$ cat config.mk
export PLATFORM = sky130hd
export DESIGN_NAME = tws_slave_rx
export DESIGN_NICKNAME = d
export VERILOG_FILES = /design/src/tws_cond.v /design/src/tws_slave_rx.v /design/src/tws_sync.v
export VERILOG_INCLUDE_DIRS = /design/src
export SDC_FILE = /design/constraint.sdc
export NUM_CORES = 1
export LEC_CHECK = 0
export BUFFER_PORTS_ARGS = -buffer_cell sky130_fd_sc_hd__buf_4
export CAP_MARGIN = 40
export CORE_UTILIZATION = 47
export DETAILED_ROUTE_END_ITERATION = 8
export PLACE_DENSITY = 0.74
export SYNTH_ARGS = -nofsm -noshare
export SYNTH_HDL_FRONTEND = slang
export SYNTH_SLANG_ARGS = --single-unit
$ cat constraint.sdc
create_clock -name clk_i -period 4.2 [get_ports clk_i]
set_input_delay 0.42 -clock clk_i [delete_from_list [all_inputs] [get_ports clk_i]]
set_output_delay 0.42 -clock clk_i [all_outputs]
set_load 0.02 [all_outputs]
$ cat src/tws_consts.vh
`ifndef TWS_CONSTS_VH
`define TWS_CONSTS_VH

// Register word indexes, byte address is four times the index
`define TWS_IDX_OWN 3'h0
`define TWS_IDX_CTRL 3'h1
`define TWS_IDX_STAT 3'h2
`define TWS_IDX_DATA 3'h3
`define TWS_IDX_PWR 3'h4

// Control register bit positions
`define TWS_CB_INT 7
`define TWS_CB_ACK 6
`define TWS_CB_STA 5
`define TWS_CB_STO 4
`define TWS_CB_WCOL 3
`define TWS_CB_EN 2
`define TWS_CB_IE 0

// Power register bit position
`define TWS_PB_SLEEP 0

// Status codes, prescaler bits zero
`define TWS_ST_OWN_W 8'h60
`define TWS_ST_ARB_OWN 8'h68
`define TWS_ST_GC 8'h70
`define TWS_ST_ARB_GC 8'h78
`define TWS_ST_DATA_ACK 8'h80
`define TWS_ST_DATA_NACK 8'h88
`define TWS_ST_GC_ACK 8'h90
`define TWS_ST_GC_NACK 8'h98
`define TWS_ST_STOP 8'hA0
`define TWS_ST_IDLE 8'hF8

// Reset values
`define TWS_RST_OWN 8'h00
`define TWS_RST_CTRL 8'h00
`define TWS_RST_DATA 8'hFF
`define TWS_RST_PRESC 2'h0

// Bits per byte on the wire
`define TWS_BITS_BYTE 4'h8

`endif

$ cat src/tws_cond.v
`timescale 1ns/1ps
// Finds clock edges and start and stop conditions on synced lines
module tws_cond (
	input wire clk_i,
	input wire rst_i,
	input wire scl_i,
	input wire sda_i,
	output wire scl_rise_o,
	output wire scl_fall_o,
	output wire start_o,
	output wire stop_o
);
	reg scl_q;
	reg sda_q;

	// Previous line levels
	always @(posedge clk_i) begin
		if (rst_i) begin
			scl_q <= 1'b1;
			sda_q <= 1'b1;
		end else begin
			scl_q <= scl_i;
			sda_q <= sda_i;
		end
	end

	// Data edges while clock high are conditions
	assign scl_rise_o = scl_i & ~scl_q;
	assign scl_fall_o = ~scl_i & scl_q;
	assign start_o = scl_i & scl_q & sda_q & ~sda_i;
	assign stop_o = scl_i & scl_q & ~sda_q & sda_i;
endmodule // tws_cond

$ cat src/tws_slave_rx.v
// Decided for this implementation: the Wishbone interface to the registers and the placing of the registers.
`timescale 1ns/1ps
`include "tws_consts.vh"

module tws_slave_rx (
	input wire clk_i,
	input wire rst_i,
	input wire wb_cyc_i,
	input wire wb_stb_i,
	input wire wb_we_i,
	input wire [4:0] wb_adr_i,
	input wire [3:0] wb_sel_i,
	input wire [31:0] wb_dat_i,
	output reg [31:0] wb_dat_o,
	output reg wb_ack_o,
	input wire scl_i,
	output reg scl_o,
	output reg scl_oe_o,
	input wire sda_i,
	output reg sda_o,
	output reg sda_oe_o,
	input wire arb_lost_i,
	output reg wake_o,
	output reg start_queued_o
);
	// FSM states
	localparam S_IDLE = 3'h0;
	localparam S_ADDR = 3'h1;
	localparam S_AACK = 3'h2;
	localparam S_WAIT = 3'h3;
	localparam S_DATA = 3'h4;
	localparam S_DACK = 3'h5;
	localparam S_SKIP = 3'h6;

	// Registers seen by software
	reg [7:0] own_slave_address;
	reg interrupt_flag;
	reg ack_enable;
	reg start_request;
	reg stop_request;
	reg write_collision;
	reg interface_enable;
	reg interrupt_enable;
	reg [7:0] status_code;
	reg [1:0] prescaler;
	reg [7:0] serial_data_reg;
	reg sleep_deep;

	// Receiver state
	reg [2:0] state;
	reg [3:0] bit_cnt;
	reg [7:0] shift;
	reg gc_mode;
	reg ack_bit;
	reg after_nack;
	reg hw_set_flag;
	reg [7:0] hw_status;

	wire scl_s;
	wire sda_s;
	wire scl_rise;
	wire scl_fall;
	wire start_det;
	wire stop_det;
	wire bus_req;
	wire wr_stb;
	wire rd_stb;
	wire [2:0] idx;
	wire mapped;
	wire [7:0] ctrl_rd;
	wire own_hit;
	wire gc_hit;
	wire byte_done;
	wire addressed;

	// Pin synchronisers
	tws_sync #(
		.W(2)
	) u_sync (
		.clk_i(clk_i),
		.rst_i(rst_i),
		.d_i({scl_i, sda_i}),
		.q_o({scl_s, sda_s})
	);

	// Bus condition finder
	tws_cond u_cond (
		.clk_i(clk_i),
		.rst_i(rst_i),
		.scl_i(scl_s),
		.sda_i(sda_s),
		.scl_rise_o(scl_rise),
		.scl_fall_o(scl_fall),
		.start_o(start_det),
		.stop_o(stop_det)
	);

	// Status code after an acknowledged address
	function [7:0] addr_code;
		input gc;
		input arb;
		begin
			case ({gc, arb})
				2'b00: addr_code = `TWS_ST_OWN_W;
				2'b01: addr_code = `TWS_ST_ARB_OWN;
				2'b10: addr_code = `TWS_ST_GC;
				default: addr_code = `TWS_ST_ARB_GC;
			endcase
		end
	endfunction

	// Status code after a data byte
	function [7:0] data_code;
		input gc;
		input ack;
		begin
			case ({gc, ack})
				2'b01: data_code = `TWS_ST_DATA_ACK;
				2'b00: data_code = `TWS_ST_DATA_NACK;
				2'b11: data_code = `TWS_ST_GC_ACK;
				default: data_code = `TWS_ST_GC_NACK;
			endcase
		end
	endfunction

	// Bus decode
	assign bus_req = wb_cyc_i & wb_stb_i & ~wb_ack_o;
	assign idx = wb_adr_i[4:2];
	assign mapped = (idx <= `TWS_IDX_PWR);
	assign wr_stb = bus_req & wb_we_i & wb_sel_i[0];
	assign rd_stb = bus_req & ~wb_we_i;
	assign ctrl_rd = {interrupt_flag, ack_enable, start_request, stop_request,
		write_collision, interface_enable, 1'b0, interrupt_enable};

	// Address recognition, general call gated by own address bit 0
	assign own_hit = (shift[7:1] == own_slave_address[7:1]);
	assign gc_hit = (shift[7:1] == 7'h00) & own_slave_address[0];
	assign byte_done = scl_fall & (bit_cnt == `TWS_BITS_BYTE);
	assign addressed = (state == S_DATA) | (state == S_DACK) | (state == S_WAIT);

	// Bus slave: one-cycle ack, registered read data
	always @(posedge clk_i) begin
		if (rst_i) begin
			wb_ack_o <= 1'b0;
			wb_dat_o <= 32'h00000000;
		end else begin
			wb_ack_o <= bus_req;
			if (rd_stb) begin
				case (idx)
					`TWS_IDX_OWN: wb_dat_o <= {24'h000000, own_slave_address};
					`TWS_IDX_CTRL: wb_dat_o <= {24'h000000, ctrl_rd};
					`TWS_IDX_STAT: wb_dat_o <= {24'h000000, status_code[7:3], 1'b0, prescaler};
					`TWS_IDX_DATA: wb_dat_o <= {24'h000000, serial_data_reg};
					`TWS_IDX_PWR: wb_dat_o <= {31'h00000000, sleep_deep};
					default: wb_dat_o <= 32'h00000000;
				endcase
			end
		end
	end

	// Software registers
	always @(posedge clk_i) begin
		if (rst_i) begin
			own_slave_address <= `TWS_RST_OWN;
			ack_enable <= |(`TWS_RST_CTRL & (8'h01 << `TWS_CB_ACK));
			start_request <= 1'b0;
			stop_request <= 1'b0;
			interface_enable <= 1'b0;
			interrupt_enable <= 1'b0;
			prescaler <= `TWS_RST_PRESC;
			sleep_deep <= 1'b0;
		end else if (wr_stb && mapped) begin
			case (idx)
				`TWS_IDX_OWN: own_slave_address <= wb_dat_i[7:0];
				`TWS_IDX_CTRL: begin
					ack_enable <= wb_dat_i[`TWS_CB_ACK];
					start_request <= wb_dat_i[`TWS_CB_STA];
					stop_request <= wb_dat_i[`TWS_CB_STO];
					interface_enable <= wb_dat_i[`TWS_CB_EN];
					interrupt_enable <= wb_dat_i[`TWS_CB_IE];
				end
				`TWS_IDX_STAT: prescaler <= wb_dat_i[1:0];
				`TWS_IDX_PWR: sleep_deep <= wb_dat_i[`TWS_PB_SLEEP];
				default: ;
			endcase
		end
	end

	// Interrupt flag: hardware set beats software clear
	always @(posedge clk_i) begin
		if (rst_i) begin
			interrupt_flag <= 1'b0;
			status_code <= `TWS_ST_IDLE;
		end else if (hw_set_flag) begin
			interrupt_flag <= 1'b1;
			status_code <= hw_status;
		end else if (wr_stb && idx == `TWS_IDX_CTRL && wb_dat_i[`TWS_CB_INT]) begin
			interrupt_flag <= 1'b0;
			if (after_nack || !addressed) begin
				status_code <= `TWS_ST_IDLE;
			end
		end
	end

	// Write collision: data write while flag low
	always @(posedge clk_i) begin
		if (rst_i) begin
			write_collision <= 1'b0;
		end else if (wr_stb && idx == `TWS_IDX_DATA) begin
			write_collision <= ~interrupt_flag;
		end
	end

	// Receiver engine
	always @(posedge clk_i) begin
		if (rst_i) begin
			state <= S_IDLE;
			bit_cnt <= 4'h0;
			shift <= 8'h00;
			gc_mode <= 1'b0;
			ack_bit <= 1'b0;
			after_nack <= 1'b0;
			hw_set_flag <= 1'b0;
			hw_status <= `TWS_ST_IDLE;
			serial_data_reg <= `TWS_RST_DATA;
			scl_oe_o <= 1'b0;
			sda_oe_o <= 1'b0;
			scl_o <= 1'b0;
			sda_o <= 1'b0;
			wake_o <= 1'b0;
			start_queued_o <= 1'b0;
		end else begin
			hw_set_flag <= 1'b0;
			scl_o <= 1'b0;
			sda_o <= 1'b0;
			// Wake indication lasts until sleep is left
			if (!sleep_deep) begin
				wake_o <= 1'b0;
			end
			// Queued start dropped when request withdrawn
			if (!start_request || !interface_enable) begin
				start_queued_o <= 1'b0;
			end
			if (!interface_enable) begin
				state <= S_IDLE;
				scl_oe_o <= 1'b0;
				sda_oe_o <= 1'b0;
			end else if ((start_det || stop_det) && addressed) begin
				// Stop or restart while addressed
				hw_status <= `TWS_ST_STOP;
				hw_set_flag <= 1'b1;
				after_nack <= 1'b1;
				scl_oe_o <= 1'b0;
				sda_oe_o <= 1'b0;
				start_queued_o <= start_request;
				bit_cnt <= 4'h0;
				state <= start_det ? S_ADDR : S_IDLE;
			end else if (start_det) begin
				// Bus is monitored even with ack disabled
				sda_oe_o <= 1'b0;
				bit_cnt <= 4'h0;
				state <= S_ADDR;
			end else if (stop_det) begin
				sda_oe_o <= 1'b0;
				state <= S_IDLE;
			end else begin
				case (state)
					S_IDLE: begin
						bit_cnt <= 4'h0;
					end
					S_ADDR: begin
						if (scl_rise && bit_cnt != `TWS_BITS_BYTE) begin
							shift <= {shift[6:0], sda_s};
							bit_cnt <= bit_cnt + 4'h1;
						end else if (byte_done) begin
							if (ack_enable && !shift[0] && (own_hit || gc_hit)) begin
								// Write direction: acknowledge and receive
								gc_mode <= ~own_hit & gc_hit;
								sda_oe_o <= 1'b1;
								state <= S_AACK;
								if (sleep_deep) begin
									wake_o <= 1'b1;
								end
							end else begin
								// Not ours, read, or ack disabled
								state <= S_SKIP;
							end
						end
					end
					S_AACK: begin
						if (scl_fall) begin
							sda_oe_o <= 1'b0;
							scl_oe_o <= 1'b1;
							hw_status <= addr_code(gc_mode, arb_lost_i);
							hw_set_flag <= 1'b1;
							after_nack <= 1'b0;
							state <= S_WAIT;
						end
					end
					S_WAIT: begin
						// Stretch clock until software clears flag
						if (!interrupt_flag && !hw_set_flag) begin
							scl_oe_o <= 1'b0;
							bit_cnt <= 4'h0;
							if (after_nack) begin
								start_queued_o <= start_request;
								state <= S_IDLE;
							end else begin
								ack_bit <= ack_enable;
								state <= S_DATA;
							end
						end else begin
							scl_oe_o <= 1'b1;
						end
					end
					S_DATA: begin
						if (scl_rise && bit_cnt != `TWS_BITS_BYTE) begin
							shift <= {shift[6:0], sda_s};
							bit_cnt <= bit_cnt + 4'h1;
						end else if (byte_done) begin
							sda_oe_o <= ack_bit;
							state <= S_DACK;
						end
					end
					S_DACK: begin
						if (scl_fall) begin
							sda_oe_o <= 1'b0;
							scl_oe_o <= 1'b1;
							if (!wake_o) begin
								serial_data_reg <= shift;
							end
							hw_status <= data_code(gc_mode, ack_bit);
							hw_set_flag <= 1'b1;
							after_nack <= ~ack_bit;
							state <= S_WAIT;
						end
					end
					S_SKIP: begin
						bit_cnt <= 4'h0;
					end
					default: begin
						state <= S_IDLE;
					end
				endcase
			end
		end
	end
endmodule // tws_slave_rx

$ cat src/tws_sync.v
`timescale 1ns/1ps
// Two-stage synchroniser for pins; idle level is high
module tws_sync #(
	parameter W = 2
) (
	input wire clk_i,
	input wire rst_i,
	input wire [W-1:0] d_i,
	output wire [W-1:0] q_o
);
	reg [W-1:0] meta;
	reg [W-1:0] safe;

	// First stage feeds only the second
	always @(posedge clk_i) begin
		if (rst_i) begin
			meta <= {W{1'b1}};
			safe <= {W{1'b1}};
		end else begin
			meta <= d_i;
			safe <= meta;
		end
	end

	assign q_o = safe;
endmodule // tws_sync
==> impl_results.md, run 1 <==
* Post-Route Setup TNS at 0 ns
* F_max at 0.407 GHz
* Seq/Total Area, Yosys at 38.6%
* FP Rows at 32
* Synth top area cells: dfxtp_1 39%, buf_4 5.5%, mux2i_1 4.9%, nor2_1 3.8%, mux4_2 3.5%
* Register-to-Register Setup Slack at 1.74 ns
* Hold Startpoint: scl_i
* Worst-margin pin slew at 0.696 ns
* Final HPWL DP at 5910 um
* Met2 routed WL at 3880 um
* Clock Path Buffers at 2
* Port buffer count at 32
* Endpoints failing hold at 0
* First DRT Iteration DRCs at 207
* Hold buffer count at CTS at 0
* RSZ-0062 raised after global routing: no
* Grt total ovfl at 0
* Max FO, Critical Path at 22
* Reg2reg path depth at 5
* Post-synth EDFFs at 0
* Clk_lat worst skew at 0.35 ns
* Vias at 3026
* Avg Cell Area, Syn at 9.21 um2
* Placed Instances at 531
* Power Dens Cells at 325 mW/mm2
* Vias per inst at 5.53
* Die height at 92.4 um
* Outcome: completed
* Ys flop type: dfxtp_1
* Mapped cell area at 0.00384 mm2
* # DRC at 0
* Nets@finish at 491
* H-tree levels at 3
* Leakage Power at 1.53 nW
* Total Routing Usage GR at 21.1%
* Largest net degree at the start of global routing at 72
* Initial antenna violation count at 0
* Max cap viols at 0
* IO Pins at 88
* Top cell type's share of synthesized area at 38.6%
* Ys async rst share at 0%
* Final Setup Violations at 0
* Die area at 0.00854 mm2
* Fin. max-slew vios at 0
* Post-DRT Antenna Nets at 0
* Reg2reg start: state[0]$_SDFFE_PP0P_
* Req. time, crit path at 4.43 ns
* Worst Skew at 0.0105 ns
* Die X at 92.4 um
* Arr. time, crit path at 2.69 ns
* CTS sink count at 74
* Placer congestion estimate at 0.879
* Post_cts resized at 0
* Ys Warns at 0
* Minimum clock period at 2.46 ns
* First-pass GRT wire length at 13900 um
* Worst Hold End: u_sync.meta[1]$_SDFF_PP1_
* Starting Density at 49.2%
* Netlist cell types at 65
* Met1 WL at 3810 um
* Cts bufs inserted at 9
* Cell taking the most area after synthesis: dfxtp_1
* Cell with the most instances after synthesis: dfxtp_1
* Core area at 0.00781 mm2
* Mapped Cells at 417
* Wire length per cell at 15.2 um
* Share of layout cells above drive strength 1 at 18.0%
* Critical setup path kind: reg2reg
* Final Cycle Share at 58.5%
* CP Capture Type: flip-flop
* Fillers at 697
* Hold Path Depth at 2
* VDD IR max at 0.000233 V
* R2r endpoint: serial_data_reg[1]$_SDFFE_PP1P_
* Worst hold margin at 0.253 ns
* Startpoint types: flip-flop
* Total Power at 1.38 mW
* Drt total wl at 8320 um
* Slew HR at 53.6%
* DR top layer: met4
* Non-Filler Instances at 547
* Hold crit path type: in2reg
* Root Buffer Master: clkbuf_8
* Antenna Diode Count at 0
* Yosys reg bits at 74
* Drt first pass iters at 5
* Vias in the first global route at 2819
* TritonCTS clock tree: yes
* Area grow syn2layout at 10.4%
* Setup Buffers After CTS at 0
* Metal3 WL at 457 um
* Synth top cells by count: 74 x dfxtp_1, 39 x nor2_1, 31 x nand2_1
* Clk slew on worst S/H paths at 0.07 ns
==> how the worst max path moves through the flow <==
stage	start	to	slack (ns)	cells after the start
after global routing	state[0]$_SDFFE_PP0P_	serial_data_reg[1]$_SDFFE_PP1P_	1.53	5
after CTS	state[0]$_SDFFE_PP0P_	serial_data_reg[1]$_SDFFE_PP1P_	1.77	5
after global placement	state[0]$_SDFFE_PP0P_	serial_data_reg[0]$_SDFFE_PP1P_	1.87	5
final	state[0]$_SDFFE_PP0P_	serial_data_reg[1]$_SDFFE_PP1P_	1.74	5
after detailed placement	state[0]$_SDFFE_PP0P_	serial_data_reg[0]$_SDFFE_PP1P_	1.84	5
after floorplan	wb_ack_o$_SDFF_PP0_	own_slave_address[0]$_SDFFE_PP0P_	2.48	6
==> routing by layer <==
metal	vias to the layer above	track usage, %
met5	-	0
met4	0	8.59
met3	10	5.34
met2	93	33.6
met1	1435	27.2
li1	1488	-
==> cell type report <==
cell class	instances	area [um2]	share of cell area [%]
multi-input cells	318	2160	50.9
flip-flops and latches	74	1480	34.9
repair buffers	33	248	5.84
clock buffers	10	138	3.24
well taps	102	128	3.01
clock inverters	6	72.6	1.71
inverters	4	15.0	0.354
==> cells by family after synthesis <==
kind of cell / Yosys count / share of synthesized area, %
adders and majority gates: 2 / 0.651
other: 1 / 0.0976
and+or+nand+nor: 162 / 24.6
AOI/OAI and AO/OA: 94 / 17.5
xor gates and xnor gates: 8 / 2.02
DFF: 74 / 38.6
buffers and inverters: 50 / 7.85
muxes: 26 / 8.76
==> worst max-delay path: stages (launching register included) <==
cell and delay, ns:
dfxtp_1 0.77, nor2b_1 0.40, nand2_1 0.20, nor3_4 0.53, nor2b_1 0.12, a211o_1 0.31
==> through the flow <==
stage | util, % | setup WS, ns | area [um2]
2_1_floorplan | - | 2.48 | 3940
3_3_place_gp | 51.6 | 1.87 | 4030
3_5_place_dp | 51.6 | 1.84 | 4030
4_1_cts | 54.3 | 1.77 | 4240
5_1_grt | 54.3 | 1.53 | 4240
6_report | 54.3 | 1.74 | 4240
==> power by group <==
part	switching, mW	internal (mW)
logic	0.0631	0.0328
clock network	0.277	0.297
registers	0.00411	0.706
==> cells in the final DEF, fill, tap and decap left out, types with 4 or more instances in the layout <==
master    netlist  final
nand4_1         5      5
inv_1           4      4
a22oi_1         9      9
nand3b_1        4      4
nand3_1         5      5
or2_2           7      7
nor2b_1        17     17
a21o_1          7      7
conb_1          1     26
nand2b_1       16     16
nor3b_1         4      4
a21oi_1        23     23
mux2i_1        19     19
o21ai_0        10     10
xnor2_1         7      7
clkbuf_8        0     10
a211oi_1        5      5
nand2_1        31     31
mux4_2          6      6
buf_4          28     33
nor2_1         39     39
dfxtp_1        74     74
a211o_1        11     11
(Power assumes the default switching activity.)
==> run 2: changes to the inputs <==
PLACE_DENSITY = 0.77   (was 0.74)
clock period = 2.23 ns   (was 4.2 ns; I/O delays follow)
==> run 2 against run 1 <==
  * Clock skew down 0.0038 ns
  * Sequential cell count unchanged
  * Wire length down 1.4%
  * Clock power up 99%
  * Critical endpoint is now status_code[6]$_SDFFE_PP1P_
  * Largest power group unchanged
  * Hold slack worse by 0.19 ns
  * Cell area up 1.2%
  * Critical path depth unchanged
  * Power up 93%
  * Sequential power up 89%
==> impl_results.md, run 2 (synthesis results as in run 1) <==
* Outcome: completed
* Clk_lat worst skew at 0.35 ns
* First-pass GRT wire length at 13500 um
* Max FO, Critical Path at 16
* Met2 GRT Util at 31.4%
* First DRT Iteration DRCs at 177
* Share of layout cells above drive strength 1 at 19.1%
* Non-Filler Instances at 552
* Register area at 0.00148 mm2
* Total Routing Usage GR at 20.2%
* Arr. time, crit path at 2.13 ns
* Drt total wl at 8200 um
* TritonCTS clock tree: yes
* # DRC at 0
* Final Setup Violations at 0
* Placer congestion estimate at 0.867
* Leakage Power at 1.57 nW
* Drt first pass iters at 7
* Commonest non-fill, non-tap cells in the layout: 73 x dfxtp_1, 39 x nor2_1, 39 x buf_4
* Fillers at 699
* Initial antenna violation count at 0
* Cts bufs inserted at 9
* Dpl ws at 0.180 ns
* F_max at 0.531 GHz
* Post-DRT Antenna Nets at 0
* Antenna Diode Count at 0
* Placed Instances at 537
* VDD IR max at 0.000276 V
* Vias in the first global route at 2750
* Commonest non-fill, non-tap cell in the layout: dfxtp_1
* Worst hold margin at 0.0588 ns
* Vias at 3077
* Post-Route Setup TNS at 0 ns
* Port buffer count at 32
* H-tree levels at 3
* Area grow syn2layout at 11.8%
* Root Buffer Master: clkbuf_8
* Endpoints failing hold at 0
* FP Rows at 32
* Die height at 92.4 um
* Final WS setup at 0.347 ns
* M3 GR Usage at 3.37%
* RSZ-0062 raised after global routing: no
* Final Cell Area at 0.00429 mm2
* Setup Buffers After CTS at 0
* Max cap viols at 0
* Hold crit path type: in2reg
* DP Area at 0.00408 mm2
* Critical setup path kind: reg2reg
* GRT met1 Usage at 27.2%
* Clock Path Buffers at 2
* Starting Density at 49.2%
* CP Capture Type: flip-flop
* IO Pins at 88
* CTS sink count at 74
* Slew HR at 55.1%
* Clk slew on worst S/H paths at 0.08 ns
* Core area at 0.00781 mm2
* Worst-margin pin slew at 0.668 ns
* Wire length per cell at 14.9 um
* Final HPWL DP at 5820 um
* Multi-input logic area at 0.00216 mm2
* Final Cycle Share at 84.4%
* Req. time, crit path at 2.48 ns
* Vias per inst at 5.57
* Largest net degree at the start of global routing at 41
* Hold buffer count at CTS at 0
* Die X at 92.4 um
* Die area at 0.00854 mm2
* Fin. max-slew vios at 0
* Worst Skew at 0.00671 ns
* Top Usage Layer GRT: met2
* Minimum clock period at 1.88 ns
* Startpoint types: flip-flop
* Nets@finish at 497
* Power Dens Cells at 619 mW/mm2
* Grt total ovfl at 0
-- run 2: stage by stage --
step           power (mW)  utilization [%]
2_1_floorplan        1.53                -
3_3_place_gp         1.55             52.2
3_5_place_dp         1.55             52.2
4_1_cts              2.68             55.0
5_1_grt              2.75             55.0
6_report             2.66             55.0
-- run 2: cell type report --
| class | instances | area share, % |
|---|---|---|
| clock inverter | 5 | 1.84 |
| clock buffer | 10 | 3.21 |
| sequential | 74 | 34.5 |
| tap | 102 | 2.97 |
| timing repair buffer | 39 | 6.82 |
| multi-input combinational | 318 | 50.3 |
| inverter | 4 | 0.350 |
-- run 2: worst max-delay path, stage by stage (launching register included) --
cell	delay, ns
dfxtp_1	0.64
nand3b_2	0.25
a21o_1	0.24
a31oi_1	0.37
nand2b_1	0.11
a21o_1	0.17
-- run 2: path summary, 6_finish.rpt --
path	start	to	slack [ns]	cells after the start
worst max-delay path	state[1]$_SDFFE_PP0P_	status_code[6]$_SDFFE_PP1P_	0.35	5
worst min register to register	u_sync.meta[1]$_SDFF_PP1_	u_sync.q_o[1]$_SDFF_PP1_	0.41	1
worst max register to register	state[1]$_SDFFE_PP0P_	status_code[6]$_SDFFE_PP1P_	0.35	5
worst min-delay path	sda_i	u_sync.meta[0]$_SDFF_PP1_	0.06	2
-- run 2: power by group --
part / switching, mW / internal, mW / total [mW]
Combinational: 0.121 / 0.0630 / 0.184
Clock: 0.487 / 0.652 / 1.14
Sequential: 0.00747 / 1.33 / 1.34
Total: 0.615 / 2.04 / 2.66
-- run 2: metal layers --
metal	up-vias	wire (um)
met3	16	422
met2	110	3850
met4	0	189
met1	1446	3730
met5	-	0
li1	1505	-
-- run 2: timing repair --
item,4_1_cts,5_1_grt
endpoints found under the setup margin,0,5
resized for setup,0,1
endpoints found under the hold margin,0,0
